===== config.mk =====
export PLATFORM = sky130hd
export DESIGN_NAME = qrds_sequencer
export DESIGN_NICKNAME = d
export VERILOG_FILES = /design/src/verilog/qrds_pkg.sv /design/src/verilog/qrds_sequencer.sv
export SDC_FILE = /design/constraint.sdc
export NUM_CORES = 1
export LEC_CHECK = 0
export BUFFER_PORTS_ARGS = -buffer_cell sky130_fd_sc_hd__buf_4
export CAP_MARGIN = 20
export CORE_UTILIZATION = 59
export DETAILED_ROUTE_END_ITERATION = 8
export PLACE_DENSITY = 0.78
export SLEW_MARGIN = 10
export SYNTH_ARGS = -nofsm -noshare
export SYNTH_HDL_FRONTEND = slang
export SYNTH_SLANG_ARGS = --single-unit

===== constraint.sdc =====
create_clock -name clk -period 2.2 [get_ports clk]
set_input_delay 0.44 -clock clk [delete_from_list [all_inputs] [get_ports clk]]
set_output_delay 0.44 -clock clk [all_outputs]
set_load 0.005 [all_outputs]

===== src/verilog/qrds_pkg.sv =====
// Purpose: Shared constants, states and signal groups of the drive sequencer
// Assumes: 250 MHz system clock; comparator levels are produced in the analog front end
// Notes:   Times are kept in ns; cycle counts are derived from the clock rate
package qrds_pkg;

  // Clock rate
  localparam int unsigned CLK_MHZ = 250;

  // Interval figures in nanoseconds
  localparam int unsigned PERIOD_NS  = 8000;
  localparam int unsigned BLANK_NS   = 3000;
  localparam int unsigned MAXON_NS   = 50000;
  localparam int unsigned TIMEOUT_NS = 8000;
  localparam int unsigned SOFT_NS    = 5000000;

  // Least times round up to whole cycles
  localparam int unsigned PERIOD_CYC  = (PERIOD_NS * CLK_MHZ + 999) / 1000;
  localparam int unsigned BLANK_CYC   = (BLANK_NS * CLK_MHZ + 999) / 1000;
  localparam int unsigned MAXON_CYC   = (MAXON_NS * CLK_MHZ + 999) / 1000;
  localparam int unsigned TIMEOUT_CYC = (TIMEOUT_NS * CLK_MHZ + 999) / 1000;
  localparam int unsigned SOFT_CYC    = (SOFT_NS / 1000) * CLK_MHZ;

  // Soft-start ramp resolution, reset and full-scale values
  localparam int unsigned SS_BITS       = 8;
  localparam logic [7:0]  SS_LEVEL_RST  = 8'h00;
  localparam logic [7:0]  SS_LEVEL_FULL = 8'hff;

  // Sequencer states
  typedef enum logic [1:0] {
    QRDS_OFF      = 2'b00,
    QRDS_RUN      = 2'b01,
    QRDS_LATCHOFF = 2'b10,
    QRDS_LATCHED  = 2'b11
  } qrds_state_e;

  // Comparator levels from the analog front end, active high
  typedef struct packed {
    logic cs_trip;            // Sensed current at feedback setpoint
    logic demag_low;          // Auxiliary winding below 45 mV
    logic feedback_below_skip;     // Feedback at or under the skip level
    logic feedback_above_release;  // Feedback above skip level plus hysteresis
    logic vcc_above_on;       // Supply reached start level
    logic vcc_above_off;      // Supply above minimum operating level
    logic vcc_below_restart;  // Supply dropped to latch-off restart level
    logic vcc_below_reset;    // Supply under 4 V, latch release
    logic latch_req;          // External latch or overvoltage request
    logic fault_timer_run;    // Fault timer counting
    logic fault_timer_done;   // Fault timer expired
  } qrds_cmp_s;

  // Status outputs
  typedef struct packed {
    qrds_state_e state;
    logic        skip_hold;       // Pulses blanked by skip
    logic        setpoint_clamp;  // Peak setpoint held at skip level
    logic        soft_active;     // Soft-start ramp in progress
    logic        soft_restart;    // One-cycle pulse on ramp restart
    logic        maxon_fault;     // Sticky until next startup
    logic        timeout_ready;   // Timeout permission level
  } qrds_status_s;

endpackage : qrds_pkg


===== src/verilog/qrds_sequencer.sv =====
// Purpose: Switching-cycle sequencer of a quasi-resonant flyback controller
// Assumes: One clock; comparator inputs are asynchronous and resynchronised here
// Notes:   Ramp level is a digital code for the analog peak limit
`timescale 1ns/1ps
`default_nettype none

module qrds_sequencer #(
  parameter int unsigned MAXON_CYCLES = qrds_pkg::MAXON_CYC,
  parameter int unsigned SOFT_CYCLES  = qrds_pkg::SOFT_CYC
) (
  // Clock and reset
  input  wire logic                 clk,
  input  wire logic                 rst,
  // Comparator levels
  input  wire qrds_pkg::qrds_cmp_s  cmp,
  // Power stage
  output logic                      gate_drive_output,
  output logic                      vcc_clamp_en,
  output logic                      latchoff_sink_en,
  // Peak limit and status
  output logic [7:0]                soft_level,
  output qrds_pkg::qrds_status_s    status
);

  localparam int unsigned PW = $clog2(qrds_pkg::PERIOD_CYC + 1);
  localparam int unsigned BW = $clog2(qrds_pkg::BLANK_CYC + 1);
  localparam int unsigned MW = $clog2(MAXON_CYCLES + 1);
  localparam int unsigned OW = $clog2(qrds_pkg::TIMEOUT_CYC + 1);
  localparam int unsigned STEP_CYC = (SOFT_CYCLES >> qrds_pkg::SS_BITS) > 0 ?
                                     (SOFT_CYCLES >> qrds_pkg::SS_BITS) : 1;
  localparam int unsigned SW = $clog2(STEP_CYC + 1);

  localparam logic [PW-1:0] PERIOD_END  = PW'(qrds_pkg::PERIOD_CYC);
  localparam logic [BW-1:0] BLANK_END   = BW'(qrds_pkg::BLANK_CYC);
  localparam logic [MW-1:0] MAXON_END   = MW'(MAXON_CYCLES);
  localparam logic [OW-1:0] TIMEOUT_END = OW'(qrds_pkg::TIMEOUT_CYC);
  localparam logic [SW-1:0] STEP_END    = SW'(STEP_CYC - 1);

  // Synchroniser and edge history
  qrds_pkg::qrds_cmp_s cmp_meta;
  qrds_pkg::qrds_cmp_s cmp_s;
  logic                demag_prev;

  // Sequencer state and timers
  qrds_pkg::qrds_state_e state;
  logic                  skip_hold;
  logic [PW-1:0]         period_cnt;
  logic [BW-1:0]         blank_cnt;
  logic [MW-1:0]         on_cnt;
  logic [OW-1:0]         timeout_cnt;
  logic [SW-1:0]         step_cnt;
  logic                  maxon_fault;

  // Combinational terms
  logic running;
  logic demag_edge;
  logic period_done;
  logic blanking;
  logic timeout_ready;
  logic maxon_hit;
  logic skip_release;
  logic burst_start;
  logic set_drive;
  logic clear_drive;

  // Two flops; nothing but the second stage looks at the first
  always_ff @(posedge clk)
  begin
    if (rst)
    begin
      cmp_meta <= '0;
      cmp_s    <= '0;
    end
    else
    begin
      cmp_meta <= cmp;
      cmp_s    <= cmp_meta;
    end
  end

  always_ff @(posedge clk)
  begin
    if (rst)
      demag_prev <= 1'b0;
    else
      demag_prev <= cmp_s.demag_low;
  end

  assign running       = (state == qrds_pkg::QRDS_RUN);
  assign demag_edge    = cmp_s.demag_low & ~demag_prev;
  assign period_done   = (period_cnt == PERIOD_END);
  assign blanking      = (blank_cnt != '0);
  assign timeout_ready = (timeout_cnt == TIMEOUT_END);
  assign maxon_hit     = gate_drive_output & (on_cnt == MAXON_END);
  assign skip_release  = skip_hold & cmp_s.feedback_above_release;

  // Only a burst restart or a fresh startup retriggers the ramp
  assign burst_start = (running & skip_release) |
                       ((state == qrds_pkg::QRDS_OFF) & cmp_s.vcc_above_on);

  // Edge outside blanking and after the period clamp, or the timeout grant
  assign set_drive = running & ~gate_drive_output & ~skip_hold & ~blanking &
                     period_done &
                     ((demag_edge & ~blanking) | timeout_ready);

  assign clear_drive = gate_drive_output &
                       (cmp_s.cs_trip |
                        skip_hold | ~running | maxon_hit);

  // Main sequencer
  always_ff @(posedge clk)
  begin
    if (rst)
      state <= qrds_pkg::QRDS_OFF;
    else
    begin
      case (state)
        qrds_pkg::QRDS_OFF:
        begin
          if (cmp_s.latch_req)
            state <= qrds_pkg::QRDS_LATCHED;
          else if (cmp_s.vcc_above_on)
            state <= qrds_pkg::QRDS_RUN;
        end
        qrds_pkg::QRDS_RUN:
        begin
          if (cmp_s.latch_req)
            state <= qrds_pkg::QRDS_LATCHED;
          else if (~cmp_s.vcc_above_off)
            state <= qrds_pkg::QRDS_LATCHOFF;
          else if (cmp_s.fault_timer_done | maxon_hit)
            state <= qrds_pkg::QRDS_LATCHOFF;
        end
        qrds_pkg::QRDS_LATCHOFF:
        begin
          if (cmp_s.latch_req)
            state <= qrds_pkg::QRDS_LATCHED;
          else if (cmp_s.vcc_below_restart)
            state <= qrds_pkg::QRDS_OFF;
        end
        qrds_pkg::QRDS_LATCHED:
        begin
          if (cmp_s.vcc_below_reset)
            state <= qrds_pkg::QRDS_OFF;
        end
        default:
          state <= qrds_pkg::QRDS_OFF;
      endcase
    end
  end

  // Drive flip-flop; a clear wins over a set in the same cycle
  always_ff @(posedge clk)
  begin
    if (rst)
      gate_drive_output <= 1'b0;
    else if (clear_drive)
      gate_drive_output <= 1'b0;
    else if (set_drive)
      gate_drive_output <= 1'b1;
  end

  // Skip hold with hysteresis; below-skip wins over release
  always_ff @(posedge clk)
  begin
    if (rst | ~running)
      skip_hold <= 1'b0;
    else if (cmp_s.feedback_below_skip)
      skip_hold <= 1'b1;
    else if (cmp_s.feedback_above_release)
      skip_hold <= 1'b0;
  end

  // Period clamp, restarted at each gate rising edge
  always_ff @(posedge clk)
  begin
    if (rst | ~running)
      period_cnt <= PERIOD_END;
    else if (set_drive)
      period_cnt <= '0;
    else if (~period_done)
      period_cnt <= period_cnt + PW'(1);
  end

  // Leakage blanking after every turn-off in RUN
  always_ff @(posedge clk)
  begin
    if (rst | ~running)
      blank_cnt <= '0;
    else if (clear_drive)
      blank_cnt <= BLANK_END;
    else if (blanking)
      blank_cnt <= blank_cnt - BW'(1);
  end

  // On-time guard
  always_ff @(posedge clk)
  begin
    if (rst | ~gate_drive_output)
      on_cnt <= '0;
    else if (on_cnt != MAXON_END)
      on_cnt <= on_cnt + MW'(1);
  end

  // Fault flag stays up through the restart until the next startup
  always_ff @(posedge clk)
  begin
    if (rst)
      maxon_fault <= 1'b0;
    else if (maxon_hit)
      maxon_fault <= 1'b1;
    else if (burst_start & ~running)
      maxon_fault <= 1'b0;
  end

  // Timeout generator; cleared by any crossing, even while blanking
  always_ff @(posedge clk)
  begin
    if (rst | ~running | gate_drive_output | demag_edge)
      timeout_cnt <= '0;
    else if (~timeout_ready)
      timeout_cnt <= timeout_cnt + OW'(1);
  end

  // Soft-start ramp, one code step per prescaler wrap
  always_ff @(posedge clk)
  begin
    if (rst | ~running | burst_start)
      step_cnt <= '0;
    else if (step_cnt == STEP_END)
      step_cnt <= '0;
    else
      step_cnt <= step_cnt + SW'(1);
  end

  always_ff @(posedge clk)
  begin
    if (rst | ~running | burst_start)
      soft_level <= qrds_pkg::SS_LEVEL_RST;
    else if ((step_cnt == STEP_END) && (soft_level != qrds_pkg::SS_LEVEL_FULL))
      soft_level <= soft_level + 8'h01;
  end

  // Supply clamp and latch-off sink
  always_ff @(posedge clk)
  begin
    if (rst)
    begin
      vcc_clamp_en     <= 1'b0;
      latchoff_sink_en <= 1'b0;
    end
    else
    begin
      vcc_clamp_en     <= (state == qrds_pkg::QRDS_LATCHED) & ~cmp_s.vcc_below_reset;
      latchoff_sink_en <= (state == qrds_pkg::QRDS_LATCHOFF) & ~cmp_s.vcc_below_restart;
    end
  end

  // Registered status
  always_ff @(posedge clk)
  begin
    if (rst)
      status <= '0;
    else
    begin
      status.state          <= state;
      status.skip_hold      <= skip_hold;
      status.setpoint_clamp <= running & skip_hold;
      status.soft_active    <= running & (soft_level != qrds_pkg::SS_LEVEL_FULL);
      status.soft_restart   <= burst_start;
      status.maxon_fault    <= maxon_fault;
      status.timeout_ready  <= timeout_ready;
    end
  end

endmodule : qrds_sequencer

`default_nettype wire

Word level (Yosys, flattened, before mapping)

Cells that the tools add are included.

Flip-flop bits (word level): 103
Bits of input ports: 13

Add/sub/neg operators: 6
Eq/ne operators: 14
Mux-type cells: 17
Bitwise operators: 35
Reduce and logical (&&, ||, !) cells: 11

Operators by type and width:

| kind                                                  | number |
|---|---|
| adder 11 x 1 -> 11 bit, second input constant         | 2 |
| == test 11 bit, second input constant                 | 2 |
| 2-to-1 mux 11 bit                                     | 2 |
| 2-to-1 mux 10 bit                                     | 2 |
| bitwise AND 1 bit                                     | 17 |
| 2-to-1 mux 2 bit                                      | 8 |
| adder 14 x 1 -> 14 bit, second input constant         | 1 |
| == test 14 bit, second input constant                 | 1 |
| inequality test 14 bit, second input constant         | 1 |
| adder 13 x 1 -> 13 bit, second input constant         | 1 |
| == test 13 bit, second input constant                 | 1 |
| bitwise OR 1 bit                                      | 11 |
| nonzero test 10 bit                                   | 1 |
| subtractor 10 x 1 -> 10 bit, second input constant    | 1 |
| adder 8 x 1 -> 8 bit, second input constant           | 1 |
| inequality test 8 bit, second input constant          | 1 |
| case mux 2 bit (4 select lines)                       | 1 |
| OR reduction 2 bit                                    | 4 |
| NOT 1 bit                                             | 7 |
| inequality test 3 bit, second input constant          | 2 |
| nonzero test 2 bit                                    | 3 |
| == test 2 bit, second input constant                  | 2 |
| 2-to-1 mux 1 bit                                      | 4 |
| inequality test 4 x 3 -> 1 bit, second input constant | 1 |
| other kinds (6)                                       | 6 |

Longest topological paths before layout

Word-level depth: 7
Gate-level depth with buffers: 8
Gate-level depth less buffers: 6

Least setup slack after synthesis

OpenSTA, ideal clock, no wires.

Path type: reg2reg
Start: reg timeout_cnt[0]
End: reg period_cnt[4]
Setup time: 138 ps
Arrival: 1578 ps
Slack: 484 ps
Stages on the path, launching flop included: 8
Period minus slack after synthesis: 1716 ps
Path through: dfxtp_1 -> inv_1 -> ha_1 -> nand4_1 -> nor4_2 -> o2111a_1 -> buf_4 -> o21ai_0

Word-level cells in the longest chain between the ends: 4
Elaborated cells between the ends (all ways): 5
Classes of those cells: 2 x eq/ne; 1 x mux; 2 x bitwise

Ends and longest elaborated chain:

| what                                                                                        | RTL line              | RTL |
|---|---|---|
| from (decl)                                                                                 | qrds_sequencer.sv:50  | `logic [OW-1:0] timeout_cnt;` |
| from (signal assigned)                                                                      | qrds_sequencer.sv:222 | `timeout_cnt <= timeout_cnt + OW'(1);` |
| == test 11 bit *                                                                            | qrds_sequencer.sv:93  | `assign timeout_ready = (timeout_cnt == TIMEOUT_END);` |
| bitwise OR 1 bit *                                                                          | qrds_sequencer.sv:104 | `((demag_edge & ~blanking) \| timeout_ready);` |
| bitwise AND 1 bit *                                                                         | qrds_sequencer.sv:103 | `period_done &` |
| inequality test 2 x 1 -> 1 bit (no source line) / 2-to-1 mux 11 bit (equally long branches) | n/a                   |  |
| to (signal assigned)                                                                        | qrds_sequencer.sv:182 | `period_cnt <= period_cnt + PW'(1);` |
| to (decl)                                                                                   | qrds_sequencer.sv:47  | `logic [PW-1:0] period_cnt;` |

Mark *: on every way between the ends. The rest lies on a longest branch, timed or not.
A chain may end at the register's enable or synchronous reset.

Worst setup path after layout

Start: reg state[0]
End: reg step_cnt[12]

Word-level cells in the longest chain between the ends: 5
Elaborated cells between the ends (all ways): 9
Classes of those cells: 1 x eq/ne; 6 x bitwise; 2 x reduce/logical

Ends and longest elaborated chain:

| what                                                               | RTL line                                    | RTL |
|---|---|---|
| from (decl)                                                        | qrds_sequencer.sv:45                        | `qrds_pkg::qrds_state_e state;` |
| from (signal assigned)                                             | qrds_sequencer.sv:114                       | `state <= qrds_pkg::QRDS_OFF;` |
| from (signal assigned)                                             | qrds_sequencer.sv:121                       | `state <= qrds_pkg::QRDS_LATCHED;` |
| from (signal assigned)                                             | qrds_sequencer.sv:123                       | `state <= qrds_pkg::QRDS_RUN;` |
| == test 2 x 1 -> 1 bit / logical NOT 2 bit (equally long branches) | qrds_sequencer.sv:89, qrds_sequencer.sv:99  |  |
| bitwise AND 1 bit (tied with other cells)                          | qrds_sequencer.sv:98                        | `assign burst_start = (running & skip_release) \|` |
| bitwise OR 1 bit, on equally long branches                         | qrds_sequencer.sv:98, qrds_sequencer.sv:228 |  |
| bitwise OR 1 bit *                                                 | qrds_sequencer.sv:228                       | `if (rst \| ~running \| burst_start)` |
| OR reduction 2 bit (no source line) *                              | n/a                                         |  |
| to (signal assigned)                                               | qrds_sequencer.sv:233                       | `step_cnt <= step_cnt + SW'(1);` |
| to (decl)                                                          | qrds_sequencer.sv:51                        | `logic [SW-1:0] step_cnt;` |

Marks and branches as above.

==> flow_summary_export.csv <==
group,metric,value,unit
cts,ctsResizeCount,0,
synth,yosys-top-cells-area,"dfxtp_1 (48%), nor2b_1 (4.0%), nor2_1 (3.9%), xor2_1 (3.4%), xnor2_1 (3.2%)",
cells_and_area,drive_above_1_share,13.8,%
sta,finalCriticalPeriod,2030,ps
synth,synth.largest_area_cell,"dfxtp_1",
worst_setup_path,critPathArrivalTime,2320,ps
cells_and_area,antenna_cells,0,
detailed_routing,vias_per_cell,5.46,
sta,relSlewSlack,67.3,%
job,maxCapViolCount,0,
sta,period_share,92.1,%
worst_setup_path,cpMostUsedCell,"a21oi_1",
cts,cts_buffers,9,
detailed_routing,dr.pass1.iters,4,
worst_setup_path,path_max_fanout,13,
cts,cts.htree.levels,3,
synth,synth_top_area_share,47.6,%
die,core-area,0.00694,mm²
global_routing,grt_max_degree,32,
worst_setup_path,crit_path_top_delay_cell,"or3b_1",
power,irDropWorstVdd,483,µV
synth,synth_nets,487,
placement,place_area,0.00469,mm²
synth,async_flop_share,0,%
synth,netlist_instances,464,
worst_setup_path,cp-end-kind,"register",
detailed_routing,antenna_left,0,
cts,root_buffer,"clkbuf_8",
synth,synth_ff_type,"dfxtp_1",
die,die_area,0.00769,mm²
placement,dp_cells,587,
cells_and_area,layoutNonFillerInstCount,603,
power,p_leak,1.81,nW
cts,cts_tree,"built",
hold_path,min_path_type,"in2reg",
cells_and_area,syn2layout_area_growth,13.4,%
cts,cts_hold_buf,0,
sta,skew,8.68,ps
power,power_switching,0.000704,W
cells_and_area,nFillCells,548,
synth,ys_types,54,
cts,cts.sinks,103,
worst_setup_path,crit_chain,"or3b_1 -> a21oi_1 -> nand2_1 -> a21oi_1",
detailed_routing,drt_wl_total,7.69,mm
cells_and_area,finish.instance_area,0.00492,mm²
placement,dpl.hpwl,5.42,mm
synth,synth.avg_cell_area,9.34,µm²
placement,gp_congestion,0.816,
sta,rsz0062_at_grt,"no",
outcome,status,"complete, no violations",
power,p_seq_share,57.3,%
sta,final-setup-viol-count,0,
synth,netlist_area,0.00434,mm²
die,rows,30,
cts,cts_setup_buffers,0,
detailed_routing,route.detailed.wl_per_inst,12.7,µm
worst_setup_path,slowest_delay,520,ps
global_routing,grt_pass1_wl,13.3,mm
global_routing,antenna_found_initial,0,
power,combPwrFrac,3.4,%
detailed_routing,first_iter_violations,93,
global_routing,grtUsageTotal,22.1,%
die,boundaryPins,32,
cts,clk_pin_slew,90,ps
sta,hold_viol,0,
sta,worst_slack,173,ps
cells_and_area,layout.nets,525,
power,clkPwrFrac,39.3,%
synth,synth_edf_count,0,
worst_setup_path,required,2490,ps
synth,yosysWarnings,0,
placement,port_buffers,30,
synth,ys_seq_area_share,47.6,%
placement,pre_cts_ws,158,ps
cts,clock_latency,370,ps
die,initial_core_util,62.4,%
sta,max_freq,0.493,GHz
sta,maxSlewViolCount,0,
power,p_sw_share,21.1,%
die,fp.dieW,87.7,µm
detailed_routing,vias,3295,
global_routing,grt_pass1_vias,3013,
worst_setup_path,cp-start-kind,"register",
detailed_routing,drc,0,
sta,fin_setup_tns,0,ps
cts,clockBufferDepth,2,
sta,tightest_slew,489,ps
worst_setup_path,critPathKind,"reg2reg",
global_routing,overflow,0,
die,dieHeight,87.7,µm
power,powerDensity,677,mW/mm²
synth,ys_seq_elements,103,
power,p_int,0.00263,W
per-layer routing:
metal,GRT usage [%],share of wire (%)
met1,29.6,48
met2,34.0,46
met3,6.79,4.2
met4,7.45,1.4
met5,0,0
cell usage in the layout (no fill, tap or decap), types with 6 or more instances in the layout:
| master | count |
|---|---|
| nand3_1 | 24 |
| mux2i_1 | 6 |
| nand2_1 | 27 |
| or3_1 | 9 |
| dfxtp_1 | 103 |
| a21oi_1 | 23 |
| clkbuf_8 | 10 |
| xnor2_1 | 16 |
| xor2_1 | 17 |
| and3_1 | 10 |
| nor2b_1 | 28 |
| ha_1 | 10 |
| o21ai_0 | 20 |
| nor2_1 | 45 |
| buf_4 | 39 |
| nand4_1 | 12 |
| nand2b_1 | 8 |
| nor3_1 | 13 |
| and2_1 | 7 |
| inv_1 | 18 |
cell families (layout without fill, tap and decap cells):
group | Yosys count | count (layout) | synth area share [%]
AND/OR/NAND/NOR | 218 | 218 | 28.9
flip-flops | 103 | 103 | 47.6
AO/OA/AOI/OAI | 62 | 62 | 9.12
XOR/XNOR | 33 | 33 | 6.67
buffers and inverters | 30 | 73 | 2.91
adder cells (fa/ha/maj) | 10 | 10 | 2.89
multiplexers | 8 | 8 | 1.90
per-stage QoR:
| stage | utilization, % | hold WS [ps] | total power [W] |
|---|---|---|---|
| after floorplan | - | 387 | 0.00202 |
| after global placement | 67.5 | 416 | 0.00206 |
| after CTS | 70.8 | 255 | 0.00337 |
| after global routing | 70.8 | 253 | 0.00347 |
| after detailed placement | 67.5 | 420 | 0.00207 |
| final | 70.8 | 273 | 0.00333 |
critical path: cells and delay by family (launching register included):
kind	cells	cell delay, ps
AO/OA/AOI/OAI	2	570
AND/OR/NAND/NOR	2	870
flip-flops	1	510
worst paths after layout:
kind / cells after the start / to / from / slack (ps)
worst max register to register: 4 / step_cnt[12] / state[0] / 170
worst min register to register: 1 / latchoff_sink_en / cmp_s[4] / 440
worst max-delay path: 4 / step_cnt[12] / state[0] / 170
worst min-delay path: 2 / cmp_meta[3] / cmp[3] / 270
cell usage after synthesis, types with 8 or more instances:
library cell	number
nor2_1	45
nor3_1	13
xnor2_1	16
o21ai_0	20
nand2_1	27
and3_1	10
a21oi_1	23
nor2b_1	28
nand3_1	24
inv_1	18
dfxtp_1	103
or3_1	9
ha_1	10
xor2_1	17
nand2b_1	8
nand4_1	12
layout make-up:
type                    count  area [µm²]  share of cell area, %
clock buffers              10         138                   2.80
clock inverters             6        91.3                   1.86
inverters                  18        67.6                   1.37
multi-input cells         331        2150                   43.7
flip-flops and latches    103        2060                   41.9
well taps                  96         120                   2.44
repair buffers             39         293                   5.95
power groups by stage:
stage               Combinational, W  Sequential (W)  Clock, W
floorplan                  0.0000753         0.00195         0
global placement            0.000111         0.00195         0
detailed placement          0.000113         0.00195         0
CTS                         0.000114         0.00191   0.00134
global route                0.000126         0.00191   0.00143
finish                      0.000113         0.00191   0.00131
registers in the layout, indices dropped and copies added (netlist names), 2 cells and up:
signal       count
on_cnt          14
soft_level       8
blank_cnt       10
timeout_cnt     11
cmp_meta        10
status           8
state            2
step_cnt        13
period_cnt      11
cmp_s           10
Power figures use the tool's default switching activity.
